### src/core/ras_defs.svh
// constants for the return address stack
`ifndef RAS_DEFS_SVH
`define RAS_DEFS_SVH
`define RAS_PC_W        21
`define RAS_SP_W        5
`define RAS_DEPTH       31
`define RAS_ADDR_W      4
`define RAS_DATA_W      8
`define RAS_RESET_VEC   21'h00_0000
`define RAS_HIGH_VEC    21'h00_0008
`define RAS_LOW_VEC     21'h00_0018
`define RAS_PC_STEP     21'h00_0002
`define RAS_MEM_LARGE   21'h00_8000
`define RAS_MEM_SMALL   21'h00_4000
`define RAS_REG_TOPU    4'h0
`define RAS_REG_TOPH    4'h1
`define RAS_REG_TOPL    4'h2
`define RAS_REG_SPTR    4'h3
`define RAS_REG_PCU     4'h4
`define RAS_REG_PCH     4'h5
`define RAS_FULL_BIT    7
`define RAS_UNF_BIT     6
`endif

### src/core/ras_pkg.sv
// types for the return address stack
package ras_pkg;
  typedef enum logic [2:0] {
    RAS_OP_NONE = 3'h0,
    RAS_OP_CALL = 3'h1,
    RAS_OP_RET  = 3'h3,
    RAS_OP_IRQ  = 3'h2,
    RAS_OP_WAKE = 3'h6
  } ras_op_t;
endpackage

### src/core/ras_return_stack.sv
// return address stack with pc, vectors and register port
// Notes on behaviour
// RULE1: program counter is 21 bits wide
// RULE2: fetch beyond implemented memory returns zeros
// RULE3: implemented memory 32K large, 16K small
// RULE4: reset vector zero, interrupt vectors 8h, 18h
// RULE5: interrupt wake-up with enable loads vector
// RULE6: interrupt wake-up with enable pushes pc
// RULE7: up to 31 nested calls or interrupts
// RULE8: push on call, relative call, interrupt
// RULE9: pop on return, literal return, interrupt return
// RULE10: calls and returns leave pc latches alone
// RULE11: 31 words of 21 bits, 5-bit pointer
// RULE12: reset sets pointer zero, no word there
// RULE13: push increments pointer then writes word
// RULE14: pop reads word then decrements pointer
// RULE15: software reads and writes pointer and top
// RULE16: status bits report full stack levels
// RULE17: three top registers show selected word
// RULE18: software masks interrupts while editing top
// RULE19: stack storage outside program and data space
// RULE20: separate program and data buses
// RULE21: full flag after 31 pushes, sticky
// RULE22: overflow reset pushes pc+2 and resets
// RULE23: no overflow reset: pointer holds at 31
// RULE24: empty pop loads zero, sets underflow flag
// RULE25: top register write updates selected byte
//
// The plain strobed port and the register offsets are this design's own decisions.
`timescale 1ns/100ps
`include "ras_defs.svh"
module ras_return_stack
  import ras_pkg::*;
#(
  parameter bit LARGE_MEM = 1'b1
) (
  input  wire logic                      ref_clk,
  input  wire logic                      rst,
  input  wire logic                      por,
  input  wire logic [2:0]                stackOp,
  input  wire logic                      pcAdvance,
  input  wire logic                      pcLoad,
  input  wire logic [`RAS_PC_W-1:0]      pcLoadValue,
  input  wire logic                      highIrq,
  input  wire logic                      low_priority_global_irq_enable,
  input  wire logic                      high_priority_global_irq_enable,
  input  wire logic                      overflow_reset_config_bit,
  input  wire logic [`RAS_PC_W-1:0]      fetchData16Addr,
  input  wire logic [15:0]               progRomData,
  input  wire logic [`RAS_ADDR_W-1:0]    regAddr,
  input  wire logic [`RAS_DATA_W-1:0]    regWdata,
  input  wire logic                      regWrite,
  input  wire logic                      regRead,
  output logic      [`RAS_DATA_W-1:0]    regRdata,
  output logic      [`RAS_PC_W-1:0]      progCounter,
  output logic      [`RAS_PC_W-1:0]      progMemAddr,
  output logic      [15:0]               fetchWord,
  output logic                           stackReset,
  output logic      [`RAS_DATA_W-1:0]    pc_upper_latch,
  output logic      [`RAS_DATA_W-1:0]    pc_high_latch
);

  // storage separate from program and data space [RULE19]
  logic [`RAS_PC_W-1:0] stackMem [1:`RAS_DEPTH];
  logic [`RAS_SP_W-1:0] return_stack_pointer;
  logic                 stack_full_flag;
  logic                 stack_underflow_flag;
  logic [`RAS_PC_W-1:0] memLimit;
  logic [`RAS_PC_W-1:0] topWord;
  logic [`RAS_PC_W-1:0] pushValue;
  logic                 anyEnable;
  logic                 doPush;
  logic                 doPop;
  logic                 swPtrWrite;
  logic                 swTopWrite;
  logic                 lastPush;
  logic [`RAS_PC_W-1:0] next_pc;

  assign anyEnable = low_priority_global_irq_enable | high_priority_global_irq_enable;
  // push sources [RULE8] [RULE6]
  assign doPush = (stackOp == RAS_OP_CALL) || (stackOp == RAS_OP_IRQ) ||
                  ((stackOp == RAS_OP_WAKE) && anyEnable);
  assign doPop = (stackOp == RAS_OP_RET); // [RULE9]
  assign swPtrWrite = regWrite && (regAddr == `RAS_REG_SPTR);
  assign swTopWrite = regWrite && (regAddr <= `RAS_REG_TOPL) && (return_stack_pointer != 5'h00);
  assign lastPush = (return_stack_pointer == 5'(`RAS_DEPTH - 1));
  // implemented memory size per variant [RULE3]
  assign memLimit = LARGE_MEM ? `RAS_MEM_LARGE : `RAS_MEM_SMALL;
  assign topWord = (return_stack_pointer == 5'h00) ? `RAS_RESET_VEC : stackMem[return_stack_pointer]; // [RULE17]
  // overflow reset stores pc plus two [RULE22]
  assign pushValue = (lastPush && overflow_reset_config_bit) ? progCounter + `RAS_PC_STEP : progCounter;

  // program counter, 21 bits [RULE1]
  always_comb begin
    next_pc = progCounter;
    if (pcAdvance) begin
      next_pc = progCounter + `RAS_PC_STEP;
    end
    if (pcLoad) begin
      next_pc = pcLoadValue;
    end
    if (doPop) begin
      // empty pop returns zero [RULE24] [RULE14]
      next_pc = topWord;
    end
    if (stackOp == RAS_OP_IRQ || (stackOp == RAS_OP_WAKE && anyEnable)) begin
      next_pc = highIrq ? `RAS_HIGH_VEC : `RAS_LOW_VEC; // [RULE4] [RULE5]
    end
  end

  always_ff @(posedge ref_clk) begin
    if (rst || stackReset) begin
      progCounter <= `RAS_RESET_VEC; // [RULE4]
    end else begin
      progCounter <= next_pc;
    end
  end

  // pc latches change only by register write or reset [RULE10]
  always_ff @(posedge ref_clk) begin
    if (rst || stackReset) begin
      pc_upper_latch <= 8'h00;
      pc_high_latch  <= 8'h00;
    end else if (regWrite && regAddr == `RAS_REG_PCU) begin
      pc_upper_latch <= {3'h0, regWdata[4:0]};
    end else if (regWrite && regAddr == `RAS_REG_PCH) begin
      pc_high_latch <= regWdata;
    end
  end

  // pointer: increment before write, decrement after read [RULE12] [RULE13] [RULE14] [RULE7]
  always_ff @(posedge ref_clk) begin
    if (rst || stackReset) begin
      return_stack_pointer <= 5'h00;
    end else if (swPtrWrite) begin
      return_stack_pointer <= regWdata[4:0]; // [RULE15]
    end else if (doPush) begin
      if (return_stack_pointer != 5'(`RAS_DEPTH)) begin
        return_stack_pointer <= return_stack_pointer + 5'h01; // [RULE23]
      end
    end else if (doPop && return_stack_pointer != 5'h00) begin
      return_stack_pointer <= return_stack_pointer - 5'h01;
    end
  end

  // 31 words of storage, one per nonzero pointer value [RULE11]
  genvar gi;
  generate
    for (gi = 1; gi <= `RAS_DEPTH; gi = gi + 1) begin : gWord
      always_ff @(posedge ref_clk) begin
        if (rst) begin
          stackMem[gi] <= `RAS_RESET_VEC;
        end else if (doPush && !swPtrWrite && return_stack_pointer == 5'(gi - 1)) begin
          stackMem[gi] <= pushValue; // [RULE13] [RULE23]
        end else if (swTopWrite && return_stack_pointer == 5'(gi)) begin
          // byte update, pointer untouched [RULE25]
          case (regAddr)
            `RAS_REG_TOPU: stackMem[gi][20:16] <= regWdata[4:0];
            `RAS_REG_TOPH: stackMem[gi][15:8]  <= regWdata;
            `RAS_REG_TOPL: stackMem[gi][7:0]   <= regWdata;
            default:       stackMem[gi]        <= stackMem[gi];
          endcase
        end
      end
    end
  endgenerate

  // sticky status, set wins over clear [RULE16] [RULE21] [RULE24]
  always_ff @(posedge ref_clk) begin
    if (por) begin
      stack_full_flag      <= 1'b0;
      stack_underflow_flag <= 1'b0;
    end else begin
      if (doPush && return_stack_pointer >= 5'(`RAS_DEPTH - 1)) begin
        stack_full_flag <= 1'b1;
      end else if (swPtrWrite) begin
        stack_full_flag <= regWdata[`RAS_FULL_BIT];
      end
      if (doPop && return_stack_pointer == 5'h00) begin
        stack_underflow_flag <= 1'b1;
      end else if (swPtrWrite) begin
        stack_underflow_flag <= regWdata[`RAS_UNF_BIT];
      end
    end
  end

  // overflow reset request, one cycle [RULE22]
  always_ff @(posedge ref_clk) begin
    if (rst) begin
      stackReset <= 1'b0;
    end else begin
      stackReset <= doPush && !swPtrWrite && lastPush && overflow_reset_config_bit;
    end
  end

  // fetch path on its own bus, zeros past memory [RULE2] [RULE20]
  always_ff @(posedge ref_clk) begin
    if (rst) begin
      progMemAddr <= `RAS_RESET_VEC;
      fetchWord   <= 16'h0000;
    end else begin
      progMemAddr <= progCounter;
      fetchWord   <= (fetchData16Addr < memLimit) ? progRomData : 16'h0000;
    end
  end

  // register read, data one cycle later [RULE15] [RULE17]
  always_ff @(posedge ref_clk) begin
    if (rst) begin
      regRdata <= 8'h00;
    end else if (regRead) begin
      case (regAddr)
        `RAS_REG_TOPU: regRdata <= {3'h0, topWord[20:16]};
        `RAS_REG_TOPH: regRdata <= topWord[15:8];
        `RAS_REG_TOPL: regRdata <= topWord[7:0];
        `RAS_REG_SPTR: regRdata <= {stack_full_flag, stack_underflow_flag, 1'b0, return_stack_pointer};
        `RAS_REG_PCU:  regRdata <= pc_upper_latch;
        `RAS_REG_PCH:  regRdata <= pc_high_latch;
        default:       regRdata <= 8'h00;
      endcase
    end else begin
      regRdata <= 8'h00;
    end
  end

endmodule

### config.mk
export PLATFORM = sky130hd
export DESIGN_NAME = ras_return_stack
export DESIGN_NICKNAME = d
export VERILOG_FILES = /design/src/core/ras_pkg.sv /design/src/core/ras_return_stack.sv
export VERILOG_INCLUDE_DIRS = /design/src /design/src/core
export SDC_FILE = /design/constraint.sdc
export NUM_CORES = 1
export LEC_CHECK = 0
export BUFFER_PORTS_ARGS = -buffer_cell sky130_fd_sc_hd__buf_2
export CAP_MARGIN = 25
export CORE_ASPECT_RATIO = 1.25
export CORE_UTILIZATION = 30
export CTS_CLUSTER_SIZE = 28
export DETAILED_ROUTE_END_ITERATION = 16
export SLEW_MARGIN = 20
export SYNTH_ARGS = -nofsm -noshare
export SYNTH_HDL_FRONTEND = slang
export SYNTH_SLANG_ARGS = --single-unit
export TNS_END_PERCENT = 30
### constraint.sdc
create_clock -name ref_clk -period 3.6 [get_ports ref_clk]
set_clock_uncertainty 0.1 [all_clocks]
set_input_delay 0.54 -clock ref_clk [delete_from_list [all_inputs] [get_ports ref_clk]]
set_output_delay 0.54 -clock ref_clk [all_outputs]
set_load 0.03 [all_outputs]
== Word-level counts from Yosys, hierarchy flattened ==
Memory sizes are Yosys's and may differ from the RTL's. A register that Yosys moved wholly into a read port is not among the register bits.
Cells that the tools add are included.
Operators by class
  eq/ne operators: 73
  add/subtract/negate cells: 3
  reduce and logical (&&, ||, !) cells: 122
  bitwise logic cells: 221
  muxes and demuxes: 830
  order comparisons: 3
Operators by type and width (number)
  8-bit two-way mux: 124
  21-bit two-way mux: 37
  1-bit two-way mux: 599
  5-bit two-way mux: 69
  1-bit bitwise OR: 218
  5-bit == test, second input constant: 16
  1-bit logical AND: 74
  2-bit AND reduction: 33
  8-bit one-hot mux with 6 select lines: 1
  5-bit by 4-bit == test with 1-bit output, second input constant: 8
  0-bit != test: 31
  21-bit by 2-bit adder with 21-bit output, second input constant: 1
  21-bit by 16-bit < comparator with 1-bit output, second input constant: 1
  5-bit by 3-bit == test with 1-bit output, second input constant: 4
  5-bit by 2-bit == test with 1-bit output, second input constant: 2
  4-bit by 2-bit == test with 1-bit output, second input constant: 2
  4-bit by 3-bit == test with 1-bit output, second input constant: 2
  3-bit by 2-bit == test with 1-bit output, second input constant: 2
  5-bit by 1-bit adder with 5-bit output, second input constant: 1
  5-bit by 1-bit == test with 1-bit output, second input constant: 1
  5-bit >= comparator, second input constant: 1
  5-bit zero test: 1
  5-bit != test, second input constant: 1
  5-bit nonzero test: 1
  other kinds (15): 22
Word-level totals
  output and inout bits: 83
  memories: 1
  bits in writable memories: 651
  register bits: 87
  bits of input ports: 84
Memories
  stackMem: depth 31, bits a word 21, rd ports 1, clocked after memory_dff 1, write ports 31, RTL line ras_return_stack.sv:64  | logic [`RAS_PC_W-1:0] stackMem [1:`RAS_DEPTH];

== Longest topological paths before layout ==
  word-level depth: 11
  mapped depth: 11
  mapped depth without buffers: 8

== Worst setup path before layout ==
No wires, ideal clock.
  path type: input -> register
  start point: in regWrite
  end point: mem stackMem[24][0] in the netlist's numbering, enable pin
  library setup time: 0.384 ns
  data required time: 3.116 ns
  buffers on the path: 3
  path slack: 0.632 ns
  stages on the path: 7
  arrival time: 2.484 ns
  cell sequence: buf_2 a21boi_1 and2_1 clkbuf_1 buf_1 nand2_1 o21ai_0
RTL lines
  from (decl): RTL line ras_return_stack.sv:52  | input wire logic regWrite,
  to (decl): RTL line ras_return_stack.sv:64

==> results.py <==
metrics = {
    "sta": {
        "setup_slack_ns": 0.278,
        "hold_slack_ns": 0.0838,
        "setup-violations-final": 0,
        "min_period_over_period_pct": 92.3,
        "setup_tns_ns": 0,
        "timing.fmax_mhz": 301,
        "report.final.slew_viol_count": 0,
        "fin_crit_ns": 3.32,
        "rsz0062_at_grt": "no",
        "hold_viol": 0,
        "maxSlewHeadroom_pct": 25.0,
        "worstMarginPinSlew_ns": 1.12,
    },
    "finish": {
        "most-common-layout-cells": "651 x edfxtp_1, 448 x o2bb2ai_1, 336 x buf_4",
        "fill_cells": 12421,
        "areaGrowthSynthToFinish_pct": 18.7,
        "layout_commonest_cell": "edfxtp_1",
        "fin_area_mm2": 0.0459,
        "finalNetCount": 3386,
        "antenna_cells": 0,
        "final_cells": 5056,
        "drive_gt1_share_pct": 25.2,
    },
    "placement": {
        "place.gp.congestion": 0.992,
        "post-place-ws_ns": 0.185,
        "dp_hpwl_um": 109000,
        "port_buffers": 148,
        "place_area_mm2": 0.0432,
        "placedCellCount": 4902,
    },
    "power_and_ir_drop": {
        "powerDensity_mw_per_mm2": 495,
        "power_leakage_nw": 15.2,
        "max-vdd-ir-drop_mv": 0.323,
    },
    "global_routing": {
        "grt-ovfl-total": 0,
        "antenna_found_initial": 3,
        "grt_pass1_wl_um": 220000,
        "grt_max_degree": 80,
        "grt_pass1_vias": 30147,
        "grt_usage_pct": 23.5,
    },
    "die": {
        "chipHeight_um": 403,
        "die_w_um": 323,
        "ios": 167,
        "row_count": 146,
        "dieArea_mm2": 0.130,
        "core_mm2": 0.127,
        "initial_utilization_pct": 30.4,
    },
    "worst_hold_path": {
        "hold_class": "in2reg",
    },
    "routing": {
        "first_iter_violations": 3929,
        "wl_per_cell_um": 30.6,
        "drtAntennaViolNets": 0,
        "drc_errors": 0,
        "dr.pass1.iters": 8,
        "wl_um": 155000,
        "vias": 30467,
        "vias_per_cell": 6.03,
    },
    "clocking": {
        "insertion_delay_ns": 0.67,
        "clock_sinks": 743,
        "clk_pin_slew_ns": 0.06,
        "cts_buffers": 74,
        "clock-root-buffer": "clkbuf_16",
        "postCtsSetupRepairBufs": 0,
        "clk_path_buf_depth": 3,
        "cts_tree": "done",
        "htree_levels": 3,
    },
    "synthesis": {
        "post_synth_num_cell_types": 86,
        "yosysSeqAreaShare_pct": 55.4,
        "netlist_area_mm2": 0.0386,
        "postSynthCellCount": 3047,
        "avgSynthCellArea_um2": 12.7,
        "ys_seq_elements": 743,
        "yosysWarnings": 0,
        "synthArstFlopShare_pct": 0,
        "synthFlopType": "edfxtp_1",
        "synth-edff-count": 651,
    },
    "critical_path": {
        "start_kind": "flip-flop",
        "critical-path-slowest-cell": "dfxtp_4",
        "crit_type": "reg2reg",
        "max_stage_delay_ns": 0.86,
        "cp-end-kind": "flip-flop",
        "critPathRequiredTime_ns": 4.11,
        "cp.arrival_ns": 3.83,
        "crit_chain": "buf_4 > mux4_2 > mux2i_1 > o21ai_0 > o21ai_0 > a31oi_1 > buf_4",
        "cp_max_fo": 30,
    },
    "run": {
        "maxCapViolCount": 0,
    },
    "outcome": {
        "status": "completed",
    },
}
## synth_stat cells (19+ instances only)
master / n / share of area (%)
nand3_1: 69 / 0.89
clkbuf_1: 242 / 2.4
a22oi_1: 23 / 0.45
and2_1: 46 / 0.75
xor2_1: 25 / 0.57
nand2_1: 210 / 2.0
nor2_2: 20 / 0.32
a21oi_1: 78 / 1.0
buf_2: 63 / 0.82
buf_1: 24 / 0.23
nor2_1: 120 / 1.2
xnor2_1: 29 / 0.66
nor3_1: 19 / 0.25
a22o_1: 157 / 3.6
a31oi_1: 21 / 0.34
dfxtp_1: 92 / 4.8
nor2b_1: 37 / 0.60
edfxtp_1: 651 / 51
mux2i_1: 84 / 2.2
a211oi_1: 24 / 0.47
mux4_2: 124 / 7.2
o21ai_0: 171 / 2.2
o2bb2ai_1: 448 / 10
buf_4: 24 / 0.47
## layout make-up
cell class                      count  area (um^2)  share of cell area, %
Clock inverter                     35          259                  0.565
Multi-Input combinational cell   1934        15800                   34.5
Sequential cell                   743        21400                   46.7
Clock buffer                      101         2150                   4.68
Tap cell                         1702         2130                   4.64
Timing Repair Buffer              527         4020                   8.77
Inverter                           14         52.6                  0.115
## state kept, by name (all words and copies together) (netlist names), named ones only
name,cells
stackMem,651
progCounter,21
progMemAddr,21
fetchWord,16
pc_high_latch,8
regRdata,8
pc_upper_latch,5
return_stack_pointer,5
stackReset,1
stack_full_flag,1
stack_underflow_flag,1
## logic make-up after synthesis
| group | synth area share (%) |
|---|---|
| AO/OA/AOI/OAI | 21.2 |
| flip-flops | 55.4 |
| AND/OR/NAND/NOR | 8.10 |
| buffers and inverters | 4.15 |
| multiplexers | 9.64 |
| XOR/XNOR | 1.22 |
| adder cells (fa/ha/maj) | 0.259 |
| other | 0.00971 |
## per-layer routing
layer	GRT usage, %	vias to the layer above	wire (um)
met5	0	-	13
met4	16.9	2	12800
met3	4.70	507	14300
met2	38.3	1930	73700
met1	27.6	15385	53900
li1	-	12643	-
## stage by stage
step	power (mW)	utilization, %
6_report	22.7	36.1
5_1_grt	23.1	36.1
4_1_cts	22.6	36.0
3_5_place_dp	14.8	34.0
3_3_place_gp	14.8	34.0
2_1_floorplan	12.4	-
## critical path: cells and delay by family, from the launching register on
kind / cells / cell delay [ns]
flip-flops: 1 / 0.86
AO/OA/AOI/OAI: 3 / 1.36
multiplexers: 2 / 0.33
buffers and inverters: 2 / 0.58
## path summary, 6_finish.rpt
path / slack, ns / start / cells past startpoint / endpoint
max: 0.28 / flip-flop / 7 / regRdata[0]
max reg2reg: 0.28 / flip-flop / 7 / regRdata[0]
min reg2reg: 0.37 / pc_high_latch[3] / 2 / pc_high_latch[3]
min: 0.08 / pcLoadValue[17] / 4 / progCounter[17]
## report_power, final
part           switching [mW]  internal, mW
Sequential              0.305          9.73
Clock                    3.50          4.41
Combinational            3.15          1.62
## what timing repair did
item	in CTS	in global routing
endpoints found under the hold margin	19	0
gates resized for setup	0	1
hold buffers	18	0
setup endpoints to repair	0	2
(Power assumes the default switching activity.)
